--- src/core/irq_unit_pkg.sv ---
package irq_unit_pkg;
    // Register bit positions, first control register.
    localparam int GIE_BIT      = 0;
    localparam int PIN_EN_BIT   = 1;
    localparam int T0_EN_BIT    = 2;
    localparam int SRC3_EN_BIT  = 3;
    localparam int PIN_FLAG_BIT = 4;
    localparam int T0_FLAG_BIT  = 5;
    localparam int SRC3_FLAG_BIT = 6;
    // Register bit positions, second control register.
    localparam int TB_EN_BIT    = 0;
    localparam int TB_FLAG_BIT  = 4;
    // Edge select field position in the misc control register.
    localparam int EDGE_LSB_BIT = 6;
    localparam int EDGE_MSB_BIT = 7;
    // Reset values.
    localparam logic [7:0] CTRL_RESET = 8'h00;
    localparam logic [1:0] EDGE_RESET = 2'h0;
    localparam logic [7:0] PC_RESET   = 8'h00;
    // Edge select encodings.
    localparam logic [1:0] EDGE_OFF  = 2'h0;
    localparam logic [1:0] EDGE_RISE = 2'h1;
    localparam logic [1:0] EDGE_FALL = 2'h2;
    localparam logic [1:0] EDGE_BOTH = 2'h3;
    // Vector addresses.
    localparam logic [7:0] VEC_PIN = 8'h04;
    localparam logic [7:0] VEC_T0  = 8'h08;
    localparam logic [7:0] VEC_0C  = 8'h0C;
    localparam logic [7:0] VEC_10  = 8'h10;
    localparam logic [7:0] VEC_14  = 8'h14;
    // Latency in clock cycles from acceptance to vector jump.
    localparam int RUN_LATENCY  = 2;
    localparam int WAKE_LATENCY = 3;
    localparam logic [1:0] RUN_WAIT  = 2'(RUN_LATENCY - 1);
    localparam logic [1:0] WAKE_WAIT = 2'(WAKE_LATENCY - 1);
    // Sequencer states.
    typedef enum logic [1:0] {IDLE, WAIT_JUMP} seq_t;
endpackage : irq_unit_pkg

--- src/core/mcu_vectored_interrupt_unit.sv ---
`timescale 1ns/10ps
`default_nettype none
// Operation
// - One pin source plus timer and time-base sources, each with flag and enable.
// - A source event sets its flag; enabled flags form requests.
// - Global enable low blocks all servicing.
// - Acceptance pushes the next address and loads the vector.
// - Return instruction pops the saved address to resume.
// - Servicing clears the global enable, blocking nesting.
// - Requests during service still set and hold flags.
// - A full stack blocks acknowledging any request.
// - Running, the vector jump comes two cycles after acceptance.
// - Waking from sleep, the vector jump comes three cycles later.
// - Requests between phase-two pulses are taken on the latter pulse.
// - Four-source order: pin 04H, timer zero 08H, conversion 0CH, time base 10H.
// - Five-source order: pin, timer zero, timer one 0CH, conversion 10H, time base 14H.
// - Pin request beats internal requests when simultaneous.
// - Pin flag set by an edge; service needs global and pin enables.
// - Two-bit edge select at bits 6,7: off, rising, falling, both.
// - Pin acts as interrupt input only when enabled, edge chosen, input.
// - Servicing the pin clears its flag and the global enable.
// - Pull-high on the shared pin stays active in interrupt use.
// - First register: enables bits 0-3, flags bits 4-6, bit 7 zero.
// - Second register: time-base enable bit 0, flag bit 4.
module mcu_vectored_interrupt_unit
    import irq_unit_pkg::*;
#(
    parameter bit FIVE_SOURCE = 1'b0
) (
    // Clock and reset.
    input  wire logic       I_CLOCK,
    input  wire logic       I_RST_N,
    // Register write port.
    input  wire logic       I_CTRL_FIRST_WE,
    input  wire logic [7:0] I_CTRL_FIRST_WDATA,
    input  wire logic       I_CTRL_SECOND_WE,
    input  wire logic [7:0] I_CTRL_SECOND_WDATA,
    input  wire logic       I_MISC_CONTROL_WE,
    input  wire logic [7:0] I_MISC_CONTROL_WDATA,
    // Register read values.
    output logic [7:0]      O_IRQ_CTRL_FIRST,
    output logic [7:0]      O_IRQ_CTRL_SECOND,
    output logic [1:0]      O_EDGE_SELECT,
    // Shared pin and its direction bit.
    input  wire logic       I_PORT_A_PIN_THREE,
    input  wire logic       I_PORT_A_DIRECTION,
    input  wire logic       I_PULL_HIGH_SEL,
    output logic            O_PULL_HIGH_EN,
    // Source event pulses.
    input  wire logic       I_TIMER_ZERO_EVT,
    input  wire logic       I_TIMER_ONE_EVT,
    input  wire logic       I_CONVERSION_EVT,
    input  wire logic       I_TIME_BASE_EVT,
    // Core sequencer interface.
    input  wire logic       I_PHASE_TWO_PULSE,
    input  wire logic       I_SLEEP,
    input  wire logic       I_STACK_FULL,
    input  wire logic [7:0] I_NEXT_PC,
    input  wire logic       I_RETI,
    output logic            O_WAKE,
    output logic            O_STACK_PUSH,
    output logic [7:0]      O_PUSH_DATA,
    output logic            O_STACK_POP,
    output logic            O_PC_LOAD,
    output logic [7:0]      O_PC_VALUE
);

    // Vector of the given priority slot for the configured variant.
    function automatic logic [7:0] slot_vector(input logic [1:0] slot);
        logic [7:0] v;
        v = VEC_PIN;
        unique case (slot)
            2'h0: v = VEC_PIN;
            2'h1: v = VEC_T0;
            2'h2: v = VEC_0C;
            2'h3: v = FIVE_SOURCE ? VEC_10 : VEC_0C;
        endcase
        return v;
    endfunction : slot_vector

    // Register state.
    logic       gie;
    logic       pin_en;
    logic       t0_en;
    logic       src3_en;
    logic       pin_flag;
    logic       t0_flag;
    logic       src3_flag;
    logic       tb_en;
    logic       tb_flag;
    logic [1:0] edge_sel;
    logic       pin_prev;
    logic       next_gie;
    logic       next_pin_en;
    logic       next_t0_en;
    logic       next_src3_en;
    logic       next_pin_flag;
    logic       next_t0_flag;
    logic       next_src3_flag;
    logic       next_tb_en;
    logic       next_tb_flag;
    logic [1:0] next_edge_sel;
    // Timer one in the five-source part; conversion in the four-source part.
    logic       src3_evt;
    logic       pin_edge;
    logic       pin_active;
    logic       pin_req;
    logic       t0_req;
    logic       src3_req;
    logic       tb_req;
    logic       any_req;
    logic       accept;
    // Five-source part keeps the conversion source in the second register.
    logic       cv_en;
    logic       cv_flag;
    logic       cv_req;
    logic       next_cv_en;
    logic       next_cv_flag;
    // Sequencer state.
    seq_t       state;
    seq_t       next_state;
    logic [1:0] wait_cnt;
    logic [1:0] next_wait_cnt;
    logic [7:0] vector;
    logic [7:0] next_vector;
    logic [2:0] win;
    logic       next_push;
    logic [7:0] next_push_data;
    logic       next_load;
    logic       next_wake;

    assign src3_evt = FIVE_SOURCE ? I_TIMER_ONE_EVT : I_CONVERSION_EVT;

    assign pin_active = pin_en && (edge_sel != EDGE_OFF) && I_PORT_A_DIRECTION; // A set direction bit means input.

    always_comb begin
        unique case (edge_sel)
            EDGE_OFF:  pin_edge = 1'b0;
            EDGE_RISE: pin_edge = I_PORT_A_PIN_THREE && !pin_prev;
            EDGE_FALL: pin_edge = !I_PORT_A_PIN_THREE && pin_prev;
            EDGE_BOTH: pin_edge = I_PORT_A_PIN_THREE != pin_prev;
        endcase
    end

    assign pin_req  = pin_flag && pin_en;
    assign t0_req   = t0_flag && t0_en;
    assign src3_req = src3_flag && src3_en;
    assign cv_req   = FIVE_SOURCE && cv_flag && cv_en;
    assign tb_req   = tb_flag && tb_en;
    assign any_req  = pin_req || t0_req || src3_req || cv_req || tb_req;

    assign accept = (state == IDLE) && I_PHASE_TWO_PULSE && gie && any_req && !I_STACK_FULL;

    always_comb begin
        win = 3'h4;
        if (pin_req) begin
            win = 3'h0;
        end else if (t0_req) begin
            win = 3'h1;
        end else if (src3_req) begin
            win = 3'h2;
        end else if (cv_req) begin
            win = 3'h3;
        end
    end

    // Flag and enable next values; hardware set wins over a software clear.
    always_comb begin
        next_gie       = gie;
        next_pin_en    = pin_en;
        next_t0_en     = t0_en;
        next_src3_en   = src3_en;
        next_pin_flag  = pin_flag;
        next_t0_flag   = t0_flag;
        next_src3_flag = src3_flag;
        next_tb_en     = tb_en;
        next_tb_flag   = tb_flag;
        next_cv_en     = cv_en;
        next_cv_flag   = cv_flag;
        next_edge_sel  = edge_sel;
        if (I_CTRL_FIRST_WE) begin
            next_gie       = I_CTRL_FIRST_WDATA[GIE_BIT];
            next_pin_en    = I_CTRL_FIRST_WDATA[PIN_EN_BIT];
            next_t0_en     = I_CTRL_FIRST_WDATA[T0_EN_BIT];
            next_src3_en   = I_CTRL_FIRST_WDATA[SRC3_EN_BIT];
            next_pin_flag  = I_CTRL_FIRST_WDATA[PIN_FLAG_BIT];
            next_t0_flag   = I_CTRL_FIRST_WDATA[T0_FLAG_BIT];
            next_src3_flag = I_CTRL_FIRST_WDATA[SRC3_FLAG_BIT];
        end
        if (I_CTRL_SECOND_WE) begin
            next_tb_en   = I_CTRL_SECOND_WDATA[TB_EN_BIT];
            next_tb_flag = I_CTRL_SECOND_WDATA[TB_FLAG_BIT];
            next_cv_en   = FIVE_SOURCE && I_CTRL_SECOND_WDATA[1];
            next_cv_flag = FIVE_SOURCE && I_CTRL_SECOND_WDATA[5];
        end
        if (I_MISC_CONTROL_WE) begin
            next_edge_sel = {I_MISC_CONTROL_WDATA[EDGE_MSB_BIT], I_MISC_CONTROL_WDATA[EDGE_LSB_BIT]};
        end
        if (accept) begin
            next_gie = 1'b0;
            unique case (win)
                3'h0: next_pin_flag = 1'b0;
                3'h1: next_t0_flag = 1'b0;
                3'h2: next_src3_flag = 1'b0;
                3'h3: next_cv_flag = 1'b0;
                default: next_tb_flag = 1'b0;
            endcase
        end
        next_pin_flag  = next_pin_flag || (pin_active && pin_edge);
        next_t0_flag   = next_t0_flag || I_TIMER_ZERO_EVT;
        next_src3_flag = next_src3_flag || src3_evt;
        next_cv_flag   = next_cv_flag || (FIVE_SOURCE && I_CONVERSION_EVT);
        next_tb_flag   = next_tb_flag || I_TIME_BASE_EVT;
    end

    // Register the flags and enables; all clear at power-on.
    always_ff @(posedge I_CLOCK or negedge I_RST_N) begin
        if (!I_RST_N) begin
            gie       <= 1'b0;
            pin_en    <= 1'b0;
            t0_en     <= 1'b0;
            src3_en   <= 1'b0;
            pin_flag  <= 1'b0;
            t0_flag   <= 1'b0;
            src3_flag <= 1'b0;
            tb_en     <= 1'b0;
            tb_flag   <= 1'b0;
            cv_en     <= 1'b0;
            cv_flag   <= 1'b0;
            edge_sel  <= EDGE_RESET;
            pin_prev  <= 1'b0;
        end else begin
            gie       <= next_gie;
            pin_en    <= next_pin_en;
            t0_en     <= next_t0_en;
            src3_en   <= next_src3_en;
            pin_flag  <= next_pin_flag;
            t0_flag   <= next_t0_flag;
            src3_flag <= next_src3_flag;
            tb_en     <= next_tb_en;
            tb_flag   <= next_tb_flag;
            cv_en     <= next_cv_en;
            cv_flag   <= next_cv_flag;
            edge_sel  <= next_edge_sel;
            pin_prev  <= I_PORT_A_PIN_THREE;
        end
    end

    // Sequencer next values: accept, wait out the latency, then jump.
    always_comb begin
        next_state     = state;
        next_wait_cnt  = wait_cnt;
        next_vector    = vector;
        next_push      = 1'b0;
        next_push_data = O_PUSH_DATA;
        next_load      = 1'b0;
        next_wake      = 1'b0;
        unique case (state)
            IDLE: begin
                // A wake request does not need the global enable.
                next_wake = I_SLEEP && any_req;
                if (accept) begin
                    next_wait_cnt = I_SLEEP ? WAKE_WAIT : RUN_WAIT;
                    next_vector   = (win == 3'h4) ? (FIVE_SOURCE ? VEC_14 : VEC_10) : slot_vector(win[1:0]);
                    next_state    = WAIT_JUMP;
                end
            end
            WAIT_JUMP: begin
                if (wait_cnt == 2'h1) begin
                    next_push      = 1'b1;
                    next_push_data = I_NEXT_PC;
                    next_load      = 1'b1;
                    next_state     = IDLE;
                end
                next_wait_cnt = wait_cnt - 2'h1;
            end
        endcase
    end

    // Register the sequencer and the stack, jump, wake, pop and pull-high outputs.
    always_ff @(posedge I_CLOCK or negedge I_RST_N) begin
        if (!I_RST_N) begin
            state          <= IDLE;
            wait_cnt       <= 2'h0;
            vector         <= PC_RESET;
            O_STACK_PUSH   <= 1'b0;
            O_PUSH_DATA    <= PC_RESET;
            O_PC_LOAD      <= 1'b0;
            O_PC_VALUE     <= PC_RESET;
            O_WAKE         <= 1'b0;
            O_STACK_POP    <= 1'b0;
            O_PULL_HIGH_EN <= 1'b0;
        end else begin
            state          <= next_state;
            wait_cnt       <= next_wait_cnt;
            vector         <= next_vector;
            O_STACK_PUSH   <= next_push;
            O_PUSH_DATA    <= next_push_data;
            O_PC_LOAD      <= next_load;
            O_PC_VALUE     <= next_load ? vector : O_PC_VALUE;
            O_WAKE         <= next_wake;
            O_STACK_POP    <= I_RETI;
            O_PULL_HIGH_EN <= I_PULL_HIGH_SEL;
        end
    end

    // register read images; unimplemented bits read zero.
    always_ff @(posedge I_CLOCK or negedge I_RST_N) begin
        if (!I_RST_N) begin
            O_IRQ_CTRL_FIRST  <= CTRL_RESET;
            O_IRQ_CTRL_SECOND <= CTRL_RESET;
            O_EDGE_SELECT     <= EDGE_RESET;
        end else begin
            O_IRQ_CTRL_FIRST  <= {1'b0, next_src3_flag, next_t0_flag, next_pin_flag,
                                  next_src3_en, next_t0_en, next_pin_en, next_gie};
            O_IRQ_CTRL_SECOND <= {2'h0, next_cv_flag, next_tb_flag, 2'h0, next_cv_en, next_tb_en};
            O_EDGE_SELECT     <= next_edge_sel;
        end
    end

endmodule : mcu_vectored_interrupt_unit
`default_nettype wire

--- config.mk ---
export PLATFORM = sky130hd
export DESIGN_NAME = mcu_vectored_interrupt_unit
export DESIGN_NICKNAME = d
export VERILOG_FILES = /design/src/core/irq_unit_pkg.sv /design/src/core/mcu_vectored_interrupt_unit.sv
export SDC_FILE = /design/constraint.sdc
export NUM_CORES = 1
export LEC_CHECK = 0
export BUFFER_PORTS_ARGS = -buffer_cell sky130_fd_sc_hd__buf_2
export CORE_ASPECT_RATIO = 1.5
export CORE_MARGIN = 1
export CORE_UTILIZATION = 39
export CTS_BUF_LIST = sky130_fd_sc_hd__clkbuf_16
export DETAILED_ROUTE_END_ITERATION = 7
export PLACE_DENSITY = 0.76
export SYNTH_ARGS = -nofsm -noshare
export SYNTH_HDL_FRONTEND = slang
export SYNTH_SLANG_ARGS = --single-unit
--- constraint.sdc ---
create_clock -name I_CLOCK -period 1.5 [get_ports I_CLOCK]
set_input_delay 0.075 -clock I_CLOCK [delete_from_list [all_inputs] [get_ports I_CLOCK]]
set_output_delay 0.075 -clock I_CLOCK [all_outputs]
set_load 0.03 [all_outputs]
---- Word level (Yosys, flattened, before mapping) ----
Cells that the tools add are included.
cells by class
  mux-type cells .......................... 37
  $add $sub $neg .......................... 1
  reductions and logical operators ........ 34
  eq/ne operators ......................... 15
operator list
  operator                                              number
  2-to-1 mux 1 bit                                      25
  one-hot mux 8 bit (3 select lines)                    1
  logical AND 1 bit                                     14
  2-to-1 mux 3 bit                                      3
  equality test 2 x 1 -> 1 bit (second input constant)  4
  equality test 2 bit (second input constant)           4
  2-to-1 mux 2 bit                                      4
  2-to-1 mux 8 bit                                      1
  one-hot mux 2 bit (2 select lines)                    2
  logical OR 1 bit                                      7
  equality test 3 x 2 -> 1 bit (second input constant)  2
  zero test 2 bit                                       3
  AND reduction 2 bit                                   3
  inequality test 2 bit (second input constant)         2
  one-hot mux 1 bit (4 select lines)                    1
  OR reduction 4 bit                                    1
  equality test 3 x 1 -> 1 bit (second input constant)  1
  equality test 3 bit (second input constant)           1
  zero test 1 bit                                       3
  zero test 3 bit                                       1
  nonzero test 2 bit                                    1
  OR reduction 2 bit                                    1
  subtractor 2 x 1 -> 2 bit (second input constant)     1
  inequality test 1 bit                                 1
storage, ports and cells
  register bits ........................... 57
  output and inout port bits .............. 39
  bits of input ports ..................... 48

---- Logic depth before layout (Yosys ltp) ----
  depth in word-level cells ............... 9
  mapped depth ............................ 6

---- Least setup slack after synthesis ----
Ideal clock, no wire load.
  path kind ............................... register to register
  start ................................... register, netlist name O_IRQ_CTRL_FIRST[6]
  end ..................................... register wait_cnt[1]
  period minus slack after synthesis ...... 1514 ps
  cell stages (with the launch flop) ...... 5
  path slack .............................. -14 ps
  data required time ...................... 1380 ps
  arrival time ............................ 1395 ps
  path buffers ............................ 0
  path through ............................ dfrtp_1 -> a222oi_1 -> a21o_2 -> o21ai_1 -> a31o_1
RTL lines
  what                  RTL line                            text
  end signal, assigned  mcu_vectored_interrupt_unit.sv:295  wait_cnt <= next_wait_cnt;
  end, declared         mcu_vectored_interrupt_unit.sv:122  logic [1:0] wait_cnt;

==> metrics.txt <==
status=finished, final reports clean; top post-synthesis cells by area=dfrtp_1 (54%), mux2_2 (12%), buf_4 (11%); HP Start=I_CONVERSION_EVT; WHS=0.00860 ns; Die Wd=between 50 and 60 µm; crit path from=O_IRQ_CTRL_FIRST[6]$_DFF_PN0_; Clk pwr share=0.296; io pins=slightly below 90; Starting Density=0.417; worst path required time=1.66 ns; Avg Synthesized Cell Area=11.8 µm²; leading area contributor after synthesis=dfrtp_1; Final Hold Viols=0; DR DRC count=0; worst stage delay on the critical path=0.39 ns; r2r endpoint=wait_cnt[1]$_DFFE_PN0P_; clk slew on worst S/H paths=0.05 ns; grt ovf=0; crit-path cells=a222oi_1 -> buf_4 -> a21o_4 -> o21ai_2 -> a31o_1; Setup crit start kind=register; final setup fails=0; met2 wire len=1.60 mm; crit path max fanout=7; Slew Limit Fails=0; final wirelength=2.91 mm; vias per cell=4.68; FMAX=708 MHz; ant diodes=0; Routed wire per std cell=about 12 µm; CP max-delay cell=dfrtp_1; TritonRoute pass-1 iters=4; post-synthesis instance area=1560 µm²; Area growth, synth to finish=35.2%; cts bufs inserted=5; crit share post-route=0.942; WS Path Type=register to register; Total Routing Usage GR=0.154; HP Class=input port to register; largest net degree at the start of global routing=35; die area=4270 µm²; Net Sw Frac=0.335; Flop pwr share=0.354; CP endpoint kind=register; Arr. time, crit path=1.58 ns; Yosys cell types=26; initial antenna violation count=0; Synth top area share=0.544; Util after Layout=0.564; RR Startpoint=O_IRQ_CTRL_FIRST[6]$_DFF_PN0_; vias in the first global route=1167; Clk Latency, worst-skew pair=0.27 ns; Max Cap Viol=0; Hold Path End=O_IRQ_CTRL_FIRST[6]$_DFF_PN0_; Site Rows=27; #FFs+latches synth=34; clock skew=about 0.0071 ns; HPWL after DPL=2.10 mm; R2R Setup Slk=0.09 ns; top routing layer in use=met4; Final ANT Viol Nets=0; Die Y=between 70 and 80 µm; Hold Path Stages=2; total net switching power=roughly 1.3 mW; H-tree Lvls=2; initial drt markers=18; first-pass GRT wire length=4.77 mm; RD Place Congestion=0.720; PortBufs=61; fraction of layout cells with a size suffix above 1=0.495; register area share after synthesis=0.544; nets@finish=about 250; core footprint=3750 µm²; Comb pwr share=0.350; Synthesis Warnings=0; clock buffer depth=2; fin crit period=1.41 ns; CTS tree=done; Int Power=2.49 mW; routed wl met3=169 µm; via count=1147; M1 WL=~1.1 mm; power per cell area=1770 nW/µm²; R2R depth=5; maximum vdd drop=about 1.1 mV; CTS Sinks=34; leakage power=between 1 and 1.5 nW; Post-Synthesis Cells=132; root buffer cell=clkbuf_16
layer usage:
metal | vias up | global-route usage
met1 | 538 | 0.155
met4 | 0 | 0.0632
met5 | - | 0
met3 | 2 | 0.0495
li1 | 557 | -
met2 | 50 | 0.275
cells by family after synthesis:
| group | synth area share |
|---|---|
| other | 0.00240 |
| AOI/OAI and AO/OA | 0.0801 |
| buffers and inverters | 0.130 |
| DFF | 0.544 |
| adders and majority gates | 0.0240 |
| and+or+nand+nor | 0.0649 |
| muxes | 0.155 |
sequential cells by signal, indices dropped and copies added (netlist names):
register	flops
O_PC_LOAD	1
O_IRQ_CTRL_SECOND	3
O_IRQ_CTRL_FIRST	7
wait_cnt	2
O_EDGE_SELECT	2
vector	3
O_PUSH_DATA	8
O_STACK_POP	1
O_PC_VALUE	3
state	1
pin_prev	1
O_PULL_HIGH_EN	1
O_WAKE	1
power groups by stage:
stage                     Sequential (mW)  Clock (mW)  Combinational [mW]
final                                1.33        1.11                1.31
after global routing                 1.38        1.18                1.43
after CTS                            1.33        1.14                1.30
after detailed placement             1.35           0                1.28
after global placement               1.34           0                1.26
after floorplan                      1.69           0               0.587
critical path: cells and delay by family, from the launching register on:
| family | cells | cell delay [ns] |
|---|---|---|
| flops | 1 | 0.39 |
| compound gates | 4 | 0.72 |
| buf+inv | 1 | 0.19 |
what timing repair did:
| action | in CTS | in global routing |
|---|---|---|
| hold buffers | 6 | 0 |
| gates resized for setup | 0 | 4 |
| endpoints found under the hold margin | 39 | 0 |
| setup buffers | 0 | 3 |
| endpoints found under the setup margin | 0 | 2 |
worst max path at each step:
stage	end	slack [ns]	cells past startpoint
2_1_floorplan	wait_cnt[1]$_DFFE_PN0P_	-0.01	4
3_3_place_gp	wait_cnt[1]$_DFFE_PN0P_	0.09	5
3_5_place_dp	wait_cnt[1]$_DFFE_PN0P_	0.06	5
4_1_cts	wait_cnt[1]$_DFFE_PN0P_	0.05	5
5_1_grt	wait_cnt[1]$_DFFE_PN0P_	-0.01	5
6_report	wait_cnt[1]$_DFFE_PN0P_	0.09	5
placed cells by master, fill, tap and decap left out:
cell,netlist,layout
o221ai_1,1,1
dlygate4sd3_1,0,6
clkbuf_16,0,5
nand2b_1,1,1
a21o_4,0,1
o21bai_1,2,2
buf_6,0,1
nor2_1,8,8
nand4bb_1,1,1
nand4_1,1,1
a211oi_1,2,2
mux2_2,17,17
a21o_2,2,1
bufinv_16,0,1
conb_1,1,11
buf_12,0,1
o21ai_2,0,1
a31o_1,1,1
nand2_1,8,8
a22o_2,1,1
nand3_1,1,1
buf_2,0,61
a222oi_1,1,1
dfrtp_1,34,34
inv_1,7,7
a21oi_1,5,5
clkinv_1,0,1
buf_4,22,9
nor2b_1,1,1
ha_1,3,3
or2_4,0,1
o21ai_0,2,2
mux2i_1,5,5
through the flow:
| stage | area [µm²] | total power [mW] | setup TNS [ns] | cells | worst slack [ns] |
|---|---|---|---|---|---|
| detailed placement | 1860 | 2.63 | 0 | 229 | 0.0644 |
| finish | 2110 | 3.75 | 0 | 245 | 0.0868 |
| global placement | 1860 | 2.59 | 0 | 229 | 0.0886 |
| floorplan | 1600 | 2.27 | -0.0117 | 142 | -0.0117 |
| global route | 2110 | 3.99 | -0.0133 | 245 | -0.0133 |
| CTS | 2070 | 3.78 | 0 | 242 | 0.0519 |
final cells by class:
cell class	count	area, µm²
tap	43	53.8
timing repair buffer	78	464
inverter	7	26.3
fill	333	1640
multi-input combinational	76	559
clock buffer	5	125
sequential	34	851
clock inverter	2	33.8
cell usage after synthesis, drive strengths merged:
library cell	count
or2	1
mux2i	5
ha	3
a222oi	1
inv	7
conb	1
a21oi	5
a211oi	2
a21o	2
clkbuf	3
nand4	1
nor2	8
o221ai	1
a22o	1
o21bai	2
a31o	1
mux2	17
nor2b	1
buf	22
nand4bb	1
nand2b	1
o21ai	3
nand3	1
dfrtp	34
nand2	8
No activity file was read; power rests on OpenSTA's default activity.
